[src/include/cts_pkg.sv]
// charger timer / thermal / status register slice: shared constants and types
// assumes a 32-bit AHB-Lite slave port, one register per aligned word
package cts_pkg;

  // register indices; byte address is four times the index
  localparam logic [7:0]  CTS_IDX_TIMER    = 8'h16;
  localparam logic [7:0]  CTS_IDX_THERMAL  = 8'h17;
  localparam logic [7:0]  CTS_IDX_HEALTH   = 8'h18;
  localparam logic [7:0]  CTS_IDX_INSTAT   = 8'h19;
  localparam logic [7:0]  CTS_IDX_NONE     = 8'hff;

  // reset values
  localparam logic [7:0]  CTS_TIMER_RST    = 8'h95;
  localparam logic [7:0]  CTS_THERMAL_RST  = 8'h24;
  localparam logic [7:0]  CTS_HEALTH_RST   = 8'h10;
  localparam logic [7:0]  CTS_INSTAT_RST   = 8'h00;

  // field positions
  localparam int          CTS_TMR_BIAS_BIT = 7;
  localparam int          CTS_TMR_DBL_BIT  = 6;
  localparam int          CTS_TMR_FAST_LSB = 4;
  localparam int          CTS_TMR_PREQ_LSB = 2;
  localparam int          CTS_TMR_TOP_LSB  = 0;
  localparam int          CTS_THM_BETA_LSB = 5;
  localparam int          CTS_THM_RSVD_LSB = 3;
  localparam int          CTS_THM_FOLD_LSB = 0;
  localparam int          CTS_INS_PWR_LSB  = 6;
  localparam int          CTS_INS_TREG_BIT = 4;

  // status codes
  localparam logic [1:0]  CTS_PWR_VALID    = 2'h3;
  localparam logic [2:0]  CTS_BAT_MISSING  = 3'h0;
  localparam logic [2:0]  CTS_BAT_DETECT   = 3'h1;
  localparam logic [2:0]  CTS_BAT_TOP_BAND = 3'h5;
  localparam logic [2:0]  CTS_BAT_IN_RESET = 3'h7;
  localparam logic [2:0]  CTS_ZONE_COLD    = 3'h1;
  localparam logic [2:0]  CTS_ZONE_HOT     = 3'h4;
  localparam logic [1:0]  CTS_SFTY_IDLE    = 2'h0;

  // durations: minutes, top-off in tenths of a minute
  localparam logic [10:0] CTS_FAST_BASE_MIN = 11'h0b4;  // 3 hr
  localparam logic [10:0] CTS_FAST_STEP_MIN = 11'h078;  // 2 hr
  localparam logic [6:0]  CTS_PREQ_STEP_MIN = 7'h0f;    // 15 min
  localparam logic [7:0]  CTS_TOP_STEP_DMIN = 8'h40;    // 6.4 min
  localparam logic [6:0]  CTS_FOLD_BASE_C   = 7'h50;    // 80 degC
  localparam logic [6:0]  CTS_FOLD_STEP_C   = 7'h05;

  // thermistor beta values (k) for codes 0..7
  localparam logic [12:0] CTS_BETA_TAB [8] = '{
    13'hd6a, 13'he1a, 13'hf5e, 13'hf6e, 13'h1004, 13'h10d7, 13'h11bf, 13'h128e};

  typedef struct packed {
    logic       bias_sel;
    logic       dbl;
    logic [1:0] fast;
    logic [1:0] preq;
    logic [1:0] topoff;
  } cts_timer_cfg_t;

  typedef struct packed {
    logic [2:0] beta;
    logic [1:0] rsvd;
    logic [2:0] fold;
  } cts_thermal_cfg_t;

  typedef struct packed {
    logic       present;
    logic       bat_valid;
    logic       pwr_good;
    logic       healthy;
    logic [3:0] rsvd;
  } cts_health_t;

  // raw charger state arriving from the analog side
  typedef struct packed {
    logic       attach;
    logic [2:0] bat_cond;
    logic [1:0] pwr_state;
    logic [2:0] zone;
    logic [1:0] sfty;
    logic       ilim;
    logic       over_temp;
    logic       cfg_lock;
  } cts_chg_state_t;

  // decoded settings for the charger loop
  typedef struct packed {
    logic [11:0] fast_min;
    logic [7:0]  preq_min;
    logic [7:0]  topoff_dmin;
    logic [12:0] beta_k;
    logic [6:0]  fold_degc;
    logic        bias_high;
  } cts_limits_t;

endpackage : cts_pkg

[src/core/cts_decode.sv]
// setting decoder: turns configuration codes into durations, beta and threshold
// assumes inputs come from registers on the same clock; purely combinational
`timescale 1ns/1ps
`default_nettype none
module cts_decode
  import cts_pkg::*;
(
  input  wire cts_pkg::cts_timer_cfg_t   timer,
  input  wire cts_pkg::cts_thermal_cfg_t thermal,
  output cts_pkg::cts_limits_t           limits
);
  logic [10:0] fast_base;
  logic [6:0]  preq_base;

  always_comb begin
    fast_base = CTS_FAST_BASE_MIN + 11'(CTS_FAST_STEP_MIN * timer.fast);
    preq_base = 7'(CTS_PREQ_STEP_MIN * (7'(timer.preq) + 7'h1));
    limits.fast_min    = timer.dbl ? {fast_base, 1'b0} : {1'b0, fast_base};
    limits.preq_min    = timer.dbl ? {preq_base, 1'b0} : {1'b0, preq_base};
    limits.topoff_dmin = 8'(CTS_TOP_STEP_DMIN * timer.topoff);
    limits.beta_k      = CTS_BETA_TAB[thermal.beta];
    limits.fold_degc   = CTS_FOLD_BASE_C + 7'(CTS_FOLD_STEP_C * thermal.fold);
    limits.bias_high   = timer.bias_sel;
  end
endmodule : cts_decode
`default_nettype wire

[src/core/cts_regs.sv]
// charger timer, thermal and status register slice behind an AHB-Lite slave
// assumes single word transfers, one slave on the bus, charger state from
// the analog side arriving asynchronously to hclk
//
// Design decision made here: register access over AHB-Lite.
`timescale 1ns/1ps
`default_nettype none

// How it works
// - timer/bias register is read/write; writes ignored while config lock is set
// - one-bit bias select, reset 1: 0 = 100k low current, 1 = 10k tenfold
// - double bit set doubles both pre-qualification and fast-charge timeouts
// - fast-charge code 00..11 gives 3, 5, 7, 9 hours; reset 01
// - pre-qualification code 00..11 gives 15, 30, 45, 60 minutes; reset 01
// - top-off code 00..11 gives 0, 6.4, 12.8, 19.2 minutes; reset 01
// - three-bit beta select in bits 7:5, reset 001, maps 3434k..4750k
// - three-bit fold threshold, reset 100, 80 degC plus 5 per step
// - status registers read-only; meaningful only while current limit inactive
// - health bit 7 is 1 when battery attachment detected, resets 0
// - battery-valid is 0 for codes 000 and 111, 1 for 001..101
// - input-power-good is 1 exactly when input power state is 11
// - healthy flag resets 1; cleared on zone 001/100 or timer state nonzero
// - health low four bits read 0; writes to health register do nothing
// - input power state: 00 undervoltage, 01 no headroom, 10 overvoltage, 11 good
// - battery code: 000 missing, 001 detecting, 010..101 bands, 111 reset
module cts_regs
  import cts_pkg::*;
(
  input  wire logic                    hclk,
  input  wire logic                    hresetn,
  input  wire logic                    hsel,
  input  wire logic [31:0]             haddr,
  input  wire logic [1:0]              htrans,
  input  wire logic                    hwrite,
  input  wire logic [2:0]              hsize,
  input  wire logic [31:0]             hwdata,
  input  wire logic                    hready,
  output logic      [31:0]             hrdata,
  output logic                         hreadyout,
  output logic                         hresp,
  input  wire cts_pkg::cts_chg_state_t chg_state,
  output cts_pkg::cts_timer_cfg_t      timer_cfg,
  output cts_pkg::cts_thermal_cfg_t    thermal_cfg,
  output cts_pkg::cts_limits_t         limits,
  output cts_pkg::cts_health_t         health,
  output logic      [7:0]              input_status,
  output logic                         status_valid
);

  import cts_pkg::*;

  typedef struct packed {
    cts_timer_cfg_t   timer;
    cts_thermal_cfg_t thermal;
    cts_health_t      health;
    logic [7:0]       instat;
    logic             stat_ok;
    cts_limits_t      limits;
    cts_chg_state_t   meta;
    cts_chg_state_t   chg;
    logic             dp_act;
    logic             dp_wr;
    logic [7:0]       dp_idx;
    logic [31:0]      rdata;
  } cts_state_t;

  cts_state_t  s_q;
  cts_state_t  s_d;
  cts_limits_t lim_w;

  // turn a bus address into a register index, or the unmapped marker
  function automatic logic [7:0] addr_index(input logic [31:0] a);
    logic [7:0] idx;
    idx = CTS_IDX_NONE;
    if (~|a[31:10] && (a[1:0] == 2'h0)) begin
      idx = a[9:2];
    end
    return idx;
  endfunction : addr_index

  function automatic cts_health_t health_of(input cts_chg_state_t c);
    cts_health_t h;
    h = '0;
    h.present   = c.attach;
    h.bat_valid = (c.bat_cond >= CTS_BAT_DETECT) &&
                  (c.bat_cond <= CTS_BAT_TOP_BAND);
    h.pwr_good  = (c.pwr_state == CTS_PWR_VALID);
    h.healthy   = !((c.zone == CTS_ZONE_COLD) ||
                    (c.zone == CTS_ZONE_HOT) ||
                    (c.sfty != CTS_SFTY_IDLE));
    h.rsvd      = 4'h0;
    return h;
  endfunction : health_of

  function automatic logic [7:0] instat_of(input cts_chg_state_t c);
    logic [7:0] v;
    v = '0;
    v[CTS_INS_PWR_LSB +: 2] = c.pwr_state;
    v[CTS_INS_TREG_BIT]     = c.over_temp;
    return v;
  endfunction : instat_of

  // read path sees the values that will stand during the data phase
  function automatic logic [31:0] read_word(input logic [7:0] idx,
                                            input cts_state_t s);
    logic [31:0] w;
    w = '0;
    unique case (idx)
      CTS_IDX_TIMER: begin
        w[7:0] = s.timer;
      end
      CTS_IDX_THERMAL: begin
        w[7:0] = s.thermal;
      end
      CTS_IDX_HEALTH: begin
        w[7:0] = s.health;
      end
      CTS_IDX_INSTAT: begin
        w[7:0] = s.instat;
      end
      default: begin
        w = '0;
      end
    endcase
    return w;
  endfunction : read_word

  cts_decode u_decode (
    .timer   (s_q.timer),
    .thermal (s_q.thermal),
    .limits  (lim_w)
  );

  always_comb begin
    s_d = s_q;

    // two-stage sync of the analog charger state
    s_d.meta = chg_state;
    s_d.chg  = s_q.meta;

    // data phase of a write accepted last cycle
    if (s_q.dp_act && s_q.dp_wr) begin
      unique case (s_q.dp_idx)
        CTS_IDX_TIMER: begin
          if (!s_q.chg.cfg_lock) begin
            s_d.timer = cts_timer_cfg_t'(hwdata[7:0]);
          end
        end
        CTS_IDX_THERMAL: begin
          s_d.thermal = cts_thermal_cfg_t'(hwdata[7:0]);
        end
        default: begin
          s_d.dp_wr = 1'b0;
        end
      endcase
    end

    // status follows the synchronised charger state
    s_d.health  = health_of(s_q.chg);
    s_d.instat  = instat_of(s_q.chg);
    s_d.stat_ok = !s_q.chg.ilim;
    s_d.limits  = lim_w;

    // address phase
    s_d.dp_act = 1'b0;
    if (hsel && hready && htrans[1]) begin
      s_d.dp_act = 1'b1;
      s_d.dp_wr  = hwrite;
      s_d.dp_idx = addr_index(haddr);
      if (!hwrite) begin
        s_d.rdata = read_word(s_d.dp_idx, s_d);
      end
    end
  end

  always_ff @(posedge hclk or negedge hresetn) begin
    if (!hresetn) begin
      s_q         <= '0;
      s_q.timer   <= cts_timer_cfg_t'(CTS_TIMER_RST);
      s_q.thermal <= cts_thermal_cfg_t'(CTS_THERMAL_RST);
      s_q.health  <= cts_health_t'(CTS_HEALTH_RST);
      s_q.instat  <= CTS_INSTAT_RST;
      s_q.dp_idx  <= CTS_IDX_NONE;
    end else begin
      s_q <= s_d;
    end
  end

  // zero wait states, always OKAY
  logic hreadyout_q;
  logic [31:0] hrdata_q;

  always_ff @(posedge hclk or negedge hresetn) begin
    if (!hresetn) begin
      hreadyout_q <= 1'b0;
    end else begin
      hreadyout_q <= 1'b1;
    end
  end

  always_comb begin
    hrdata_q = s_q.rdata;
  end

  assign hrdata       = hrdata_q;
  assign hreadyout    = hreadyout_q;
  assign hresp        = 1'b0;
  assign timer_cfg    = s_q.timer;
  assign thermal_cfg  = s_q.thermal;
  assign limits       = s_q.limits;
  assign health       = s_q.health;
  assign input_status = s_q.instat;
  assign status_valid = s_q.stat_ok;

endmodule : cts_regs
`default_nettype wire

[config.mk]
export PLATFORM = sky130hd
export DESIGN_NAME = cts_regs
export DESIGN_NICKNAME = d
export VERILOG_FILES = /design/src/include/cts_pkg.sv /design/src/core/cts_decode.sv /design/src/core/cts_regs.sv
export SDC_FILE = /design/constraint.sdc
export NUM_CORES = 1
export LEC_CHECK = 0
export ABC_AREA = 1
export ABC_CLOCK_PERIOD_IN_PS = 3200
export BUFFER_PORTS_ARGS = -buffer_cell sky130_fd_sc_hd__buf_2
export CAP_MARGIN = 0
export CORE_MARGIN = 2
export CORE_UTILIZATION = 45
export CTS_BUF_LIST = sky130_fd_sc_hd__clkbuf_4
export DETAILED_ROUTE_END_ITERATION = 12
export GPL_TIMING_DRIVEN = 0
export PLACE_DENSITY = 0.75
export REMOVE_ABC_BUFFERS = 1
export SYNTH_ARGS = -nofsm -noshare
export SYNTH_HDL_FRONTEND = slang
export SYNTH_SLANG_ARGS = --single-unit
[constraint.sdc]
create_clock -name hclk -period 3.2 [get_ports hclk]
set_input_delay 0.8 -clock hclk [delete_from_list [all_inputs] [get_ports hclk]]
set_output_delay 0.8 -clock hclk [all_outputs]
set_load 0.05 [all_outputs]
==> metrics.cfg, run 1 <==
[clock_tree]
ctsResizeCount = 0
cts-root-buf = clkbuf_4
clkTransAtPathRegs_ns = 0.15
htree_levels = 3
cts_tree = built
insertion_delay_ns = 0.44
clock_sinks = 110
clock_path_buffers = 2
postCtsSetupBuffers = 0
cts-buffers-inserted = 9
hold_buffers = 0

[critical_path]
cpMaxStageDelayCell = dfrtp_1
worstSetupPathType = reg -> out
rr_startpoint = s_q[34]
r2r-end = hrdata[6]
crit_buf_inv = 1
end_kind = output pin
worstPathMaxFanout = 14
rrSetupSlack_ns = 1.19
critPathMaxStageDelay_ns = 0.63
startpoint_type = flip-flop
critPathTopFamily = flip-flops
path_cells = buf_2
cp_data_arrival_time_ns = 1.43
reg2regPathDepth = 8
cp_data_required_time_ns = 2.40

[sta]
slew_violations = 0
slew_headroom_pct = 58.6
setup_slack_ns = 0.971
fin_crit_sh_pct = 69.6
worst_pin_slew_ns = 0.621
max_freq_ghz = 0.449
rsz0062_at_grt = false
skew_ns = 0.0106
setup_violations = 0
hold_violations = 0
period_needed_ns = 2.23
tns_ns = 0

[final_layout]
drive_above_1_share_pct = 34.0
nets = 677
antennaDiodeCount = 0
filler_cell_count = 1084
area_growth_pct = 5.51

[routing]
ant_nets = 0
wl_um = 8950
vias = 3141
via_per_inst = 4.37
drtPass1Iterations = 4
wire_per_inst_um = 12.4
drcViolationCount = 0
drt_iter0_markers = 198

[grt]
grt_max_degree = 63
grt_first_pass_wirelength_um = 14800
first_global_vias = 3112
antenna_found_initial = 0
grt-busiest-layer = met2
met3_usage_pct = 3.83
grt_util_met1_pct = 18.9
use_met2_pct = 25.7
overflow = 0
grtUsageTotal_pct = 15.0

[placement]
gp_congestion = 0.778
dp_slack_ns = 0.807
dpl.hpwl_um = 6860
port_buffers = 132

[yosys]
syn_area_mm2 = 0.00518
ys.warnings.count = 0
ys_seq_elements = 110
yosysSeqAreaShare_pct = 53.5
synth_edf_count = 0
postSynthAreaPerCell_um2 = 10.3
async_reset_ff_share_pct = 100
yosysUniqueCellTypes = 35
syn_inst = 504
synth_ff_type = dfrtp_1

[floorplan]
pin_count = 204
coreArea_mm2 = 0.0113
die_x_um = 111
die_y_um = 111
die-area_mm2 = 0.0124
rows = 39
start_util_pct = 45.8

[power_and_ir_drop]
peakVddDrop_mv = 0.208
total_power_mw = 2.58
pwr_density_cell_mw_per_mm2 = 472
p_leak_nw = 2.93

[job]
cap_violations = 0

[hold_path]
hold_path.class = in -> async

[run_status]
status = finished, final reports clean

[kinds of logic after synthesis]
kind of cell | after synthesis | share of synthesized area (%)
AO/OA/AOI/OAI | 39 | 4.93
buffers and inverters | 165 | 20.7
flip-flops | 110 | 53.5
adder cells (fa/ha/maj) | 18 | 4.49
XOR/XNOR | 2 | 0.338
other | 2 | 0.145
AND/OR/NAND/NOR | 168 | 15.9
[sequential cells by signal, indices dropped and copies added, names as in the netlist]
name and cells:
limits 39, s_q 20, s_d 18, hrdata 8, thermal_cfg 8, timer_cfg 8
health 4, input_status 3, hreadyout 1, status_valid 1
[power breakdown]
part / switching (mW) / internal (mW)
registers: 0.0253 / 1.45
logic: 0.279 / 0.0696
clock network: 0.425 / 0.332
total: 0.730 / 1.85
[cells in the final DEF (no fill, tap or decap), types with 2 or more instances in the layout]
| cell | netlist | layout |
|---|---|---|
| a2bb2oi_1 | 2 | 2 |
| a21oi_1 | 3 | 3 |
| xnor2_1 | 2 | 2 |
| nor2_8 | 2 | 2 |
| ha_1 | 17 | 17 |
| nand3_1 | 27 | 27 |
| nand2_1 | 90 | 90 |
| clkinv_2 | 0 | 3 |
| conb_1 | 2 | 45 |
| bufinv_16 | 0 | 2 |
| dfrtp_1 | 95 | 95 |
| nor2_4 | 2 | 2 |
| nor2_2 | 7 | 7 |
| o21ai_0 | 18 | 18 |
| nand3_2 | 2 | 2 |
| buf_2 | 0 | 131 |
| inv_1 | 44 | 44 |
| dfstp_2 | 15 | 15 |
| nor2_1 | 25 | 25 |
| nand4_1 | 3 | 3 |
| clkbuf_4 | 0 | 11 |
| or2_2 | 2 | 2 |
| o21ai_2 | 12 | 12 |
| nor3_1 | 3 | 3 |
[cells in the mapped netlist, types with 3 or more instances]
master	instances	area share [%]
dfrtp_1	95	46
inv_1	44	3.2
nand3_1	27	2.6
nor2_1	25	1.8
a21oi_1	3	0.29
buf_4	115	17
o21ai_2	12	2.0
dfstp_2	15	7.6
nand4_1	3	0.36
nor3_1	3	0.29
nor2_2	7	0.85
nand2_1	90	6.5
clkbuf_1	3	0.22
o21ai_0	18	1.7
ha_1	17	4.1
[stage by stage]
stage | util, % | area (um^2) | hold slack, ns | instances
final | 48.3 | 5470 | 0.356 | 719
after global placement | 46.6 | 5280 | 0.332 | 702
after floorplan | - | 4440 | 0.331 | 427
after global routing | 48.3 | 5470 | 0.353 | 719
after detailed placement | 46.9 | 5310 | 0.336 | 703
after CTS | 48.3 | 5470 | 0.344 | 719
[layout make-up]
| class | count | area, um^2 | area share [%] |
|---|---|---|---|
| clock buffers | 11 | 82.6 | 1.51 |
| clock inverters | 5 | 75.1 | 1.37 |
| inverters | 45 | 169 | 3.09 |
| multi-input cells | 272 | 1500 | 27.4 |
| flip-flops and latches | 110 | 2770 | 50.7 |
| well taps | 143 | 179 | 3.27 |
| repair buffers | 133 | 691 | 12.6 |
[layer usage]
| metal | up-vias | wire, um |
|---|---|---|
| met5 | - | 0 |
| met4 | 0 | 119 |
| met3 | 11 | 575 |
| met2 | 117 | 4510 |
| met1 | 1473 | 3750 |
| li1 | 1540 | - |
[worst max path at each step]
stage / start / endpoint / slack, ns / depth (start not counted)
after detailed placement: haddr[17] / hrdata[1] / 0.81 / 12
after global placement: hresetn / s_d[52] / 0.20 / 1
after CTS: timer_cfg[6] / timer_cfg[6] / 0.93 / 1
after floorplan: haddr[29] / hrdata[4] / 1.17 / 11
final: timer_cfg[6] / timer_cfg[6] / 0.97 / 1
after global routing: timer_cfg[6] / timer_cfg[6] / 0.84 / 1
Power figures use the tool's default switching activity.
==> run 2: changes to the inputs <==
- ABC_CLOCK_PERIOD_IN_PS: 3200 -> 1800
- PLACE_DENSITY: 0.75 -> 0.78
- clock period: 3.2 -> 1.8 ns (I/O delays scaled with it)
==> metrics.cfg, run 2 (synthesis results as in run 1) <==
[sta]
setup_slack_ns = 0.0236
period_needed_ns = 1.78
slew_violations = 0
setup_violations = 0
max_freq_ghz = 0.563
worst_pin_slew_ns = 0.584
rsz0062_at_grt = true
slew_headroom_pct = 61.1
fin_crit_sh_pct = 98.7
skew_ns = 0.0156
tns_ns = 0
hold_violations = 0

[grt]
overflow = 0
grt_first_pass_wirelength_um = 14500
first_global_vias = 3104
grtUsageTotal_pct = 14.8
antenna_found_initial = 0
grt_max_degree = 66

[clock_tree]
cts-buffers-inserted = 9
clock_sinks = 110
clock_path_buffers = 2
clkTransAtPathRegs_ns = 0.15
htree_levels = 3
cts-root-buf = clkbuf_4
insertion_delay_ns = 0.44
cts_tree = built

[critical_path]
cp_data_required_time_ns = 2.17
startpoint_type = flip-flop
worstSetupPathType = reg -> reg
rrSetupSlack_ns = 0.02
cp_data_arrival_time_ns = 2.15
r2r-end = hrdata[0]
end_kind = flip-flop
critPathLaunch = s_q[34]
rr_startpoint = s_q[34]
worstPathMaxFanout = 8
reg2regPathDepth = 9

[routing]
vias = 3222
drcViolationCount = 0
drtPass1Iterations = 4
wl_um = 9300
ant_nets = 0
wire_per_inst_um = 12.7
drt_iter0_markers = 119
via_per_inst = 4.38

[power_and_ir_drop]
seqPwrFrac_pct = 58.7
netSwitchingPower_mw = 1.30
intPower_mw = 3.18
pwr-share-clk_pct = 26.6
pwr_density_cell_mw_per_mm2 = 787
p_comb_share_pct = 14.7
p_leak_nw = 3.00
peakVddDrop_mv = 0.349
swShare_pct = 29.0

[floorplan]
coreArea_mm2 = 0.0113
pin_count = 204
start_util_pct = 45.8
die_y_um = 111
die_x_um = 111
die-area_mm2 = 0.0124
rows = 39

[placement]
dp_slack_ns = -0.246
dpl.hpwl_um = 6950
gp_congestion = 0.788
port_buffers = 132

[final_layout]
layout_commonest_cell = buf_2
regArea_mm2 = 0.00277
largest_reg_flops = 39
area_growth_pct = 9.73
multi_input_area_mm2 = 0.00158
filler_cell_count = 1061
drive_above_1_share_pct = 38.3
mostFrequentLayoutCells = 126 x buf_2, 93 x dfrtp_1, 85 x nand2_1, 45 x conb_1, 41 x inv_1
nets = 693
antennaDiodeCount = 0

[hold_path]
hold_path.class = in -> reg
hold_depth = 1
min-delay-start = chg_state[7]
hold_end = s_d[49]

[job]
cap_violations = 0

[run_status]
status = finished, final reports clean

-- run 2: changes by cell type in the layout (fill, tap and decap cells not counted), moves of 5 or more --
| cell | delta |
|---|---|
| buf_6 | +5 |
| nand2_1 | -5 |
| o21ai_0 | -6 |
| buf_4 | +11 |
| buf_2 | -5 |
| nand2_2 | +5 |
-- run 2: final cells by class --
type	count	share of cell area, %
sequential	110	48.8
multi-input combinational	273	27.8
timing repair buffer	148	14.9
tap	143	3.15
inverter	45	2.97
clock buffer	11	1.45
clock inverter	5	0.902
-- run 2: routing by layer --
layer	up-vias	part of all wire (%)	global-route usage [%]
met5	-	0	0
met4	0	0.90	4.69
met3	6	7.0	4.10
met2	123	53	26.0
met1	1512	40	17.8
li1	1581	-	-
-- run 2: worst max-delay path by stage --
stage,to,slack (ns)
final,hrdata[0],0.02
after detailed placement,hrdata[1],-0.25
after CTS,hrdata[4],-0.002
after global placement,s_d[135],-0.83
after floorplan,limits[35],-0.19
after global routing,hrdata[0],-0.07
-- run 2: power groups by stage --
stage                     clock (mW)  sequential [mW]  combinational [mW]
after global placement             0             2.67               0.605
after detailed placement           0             2.67               0.625
after CTS                       1.24             2.63               0.639
final                           1.19             2.63               0.660
after global routing            1.34             2.64               0.710
after floorplan                    0             2.81               0.294
-- run 2: worst max-delay path, cell delays in order (launching register included) --
cell and delay (ns):
dfstp_2 0.56, inv_2 0.04, nor3b_4 0.24, nand4_4 0.20, buf_12 0.21, o21ai_4 0.14
nand3_1 0.11, nand2_1 0.10, nand2_1 0.05, nand2_1 0.07
-- run 2: timing repair --
item,4_1_cts,5_1_grt
buffers inserted,4,10
pin swaps,3,17
cloned,0,1
hold buffers,1,0
resized for setup,12,26
hold endpoints to repair,43,0
endpoints found under the setup margin,17,13
-- run 2: per-stage QoR --
stage / util [%] / hold slack [ns] / instance area, um^2 / total power, mW / instances
final: 50.2 / 0.111 / 5690 / 4.48 / 735
after global routing: 50.2 / 0.0482 / 5690 / 4.69 / 735
after CTS: 48.6 / 0.0633 / 5500 / 4.51 / 724
after detailed placement: 46.9 / 0.335 / 5310 / 3.30 / 703
after global placement: 46.6 / 0.332 / 5280 / 3.27 / 702
after floorplan: - / 0.154 / 4440 / 3.10 / 427
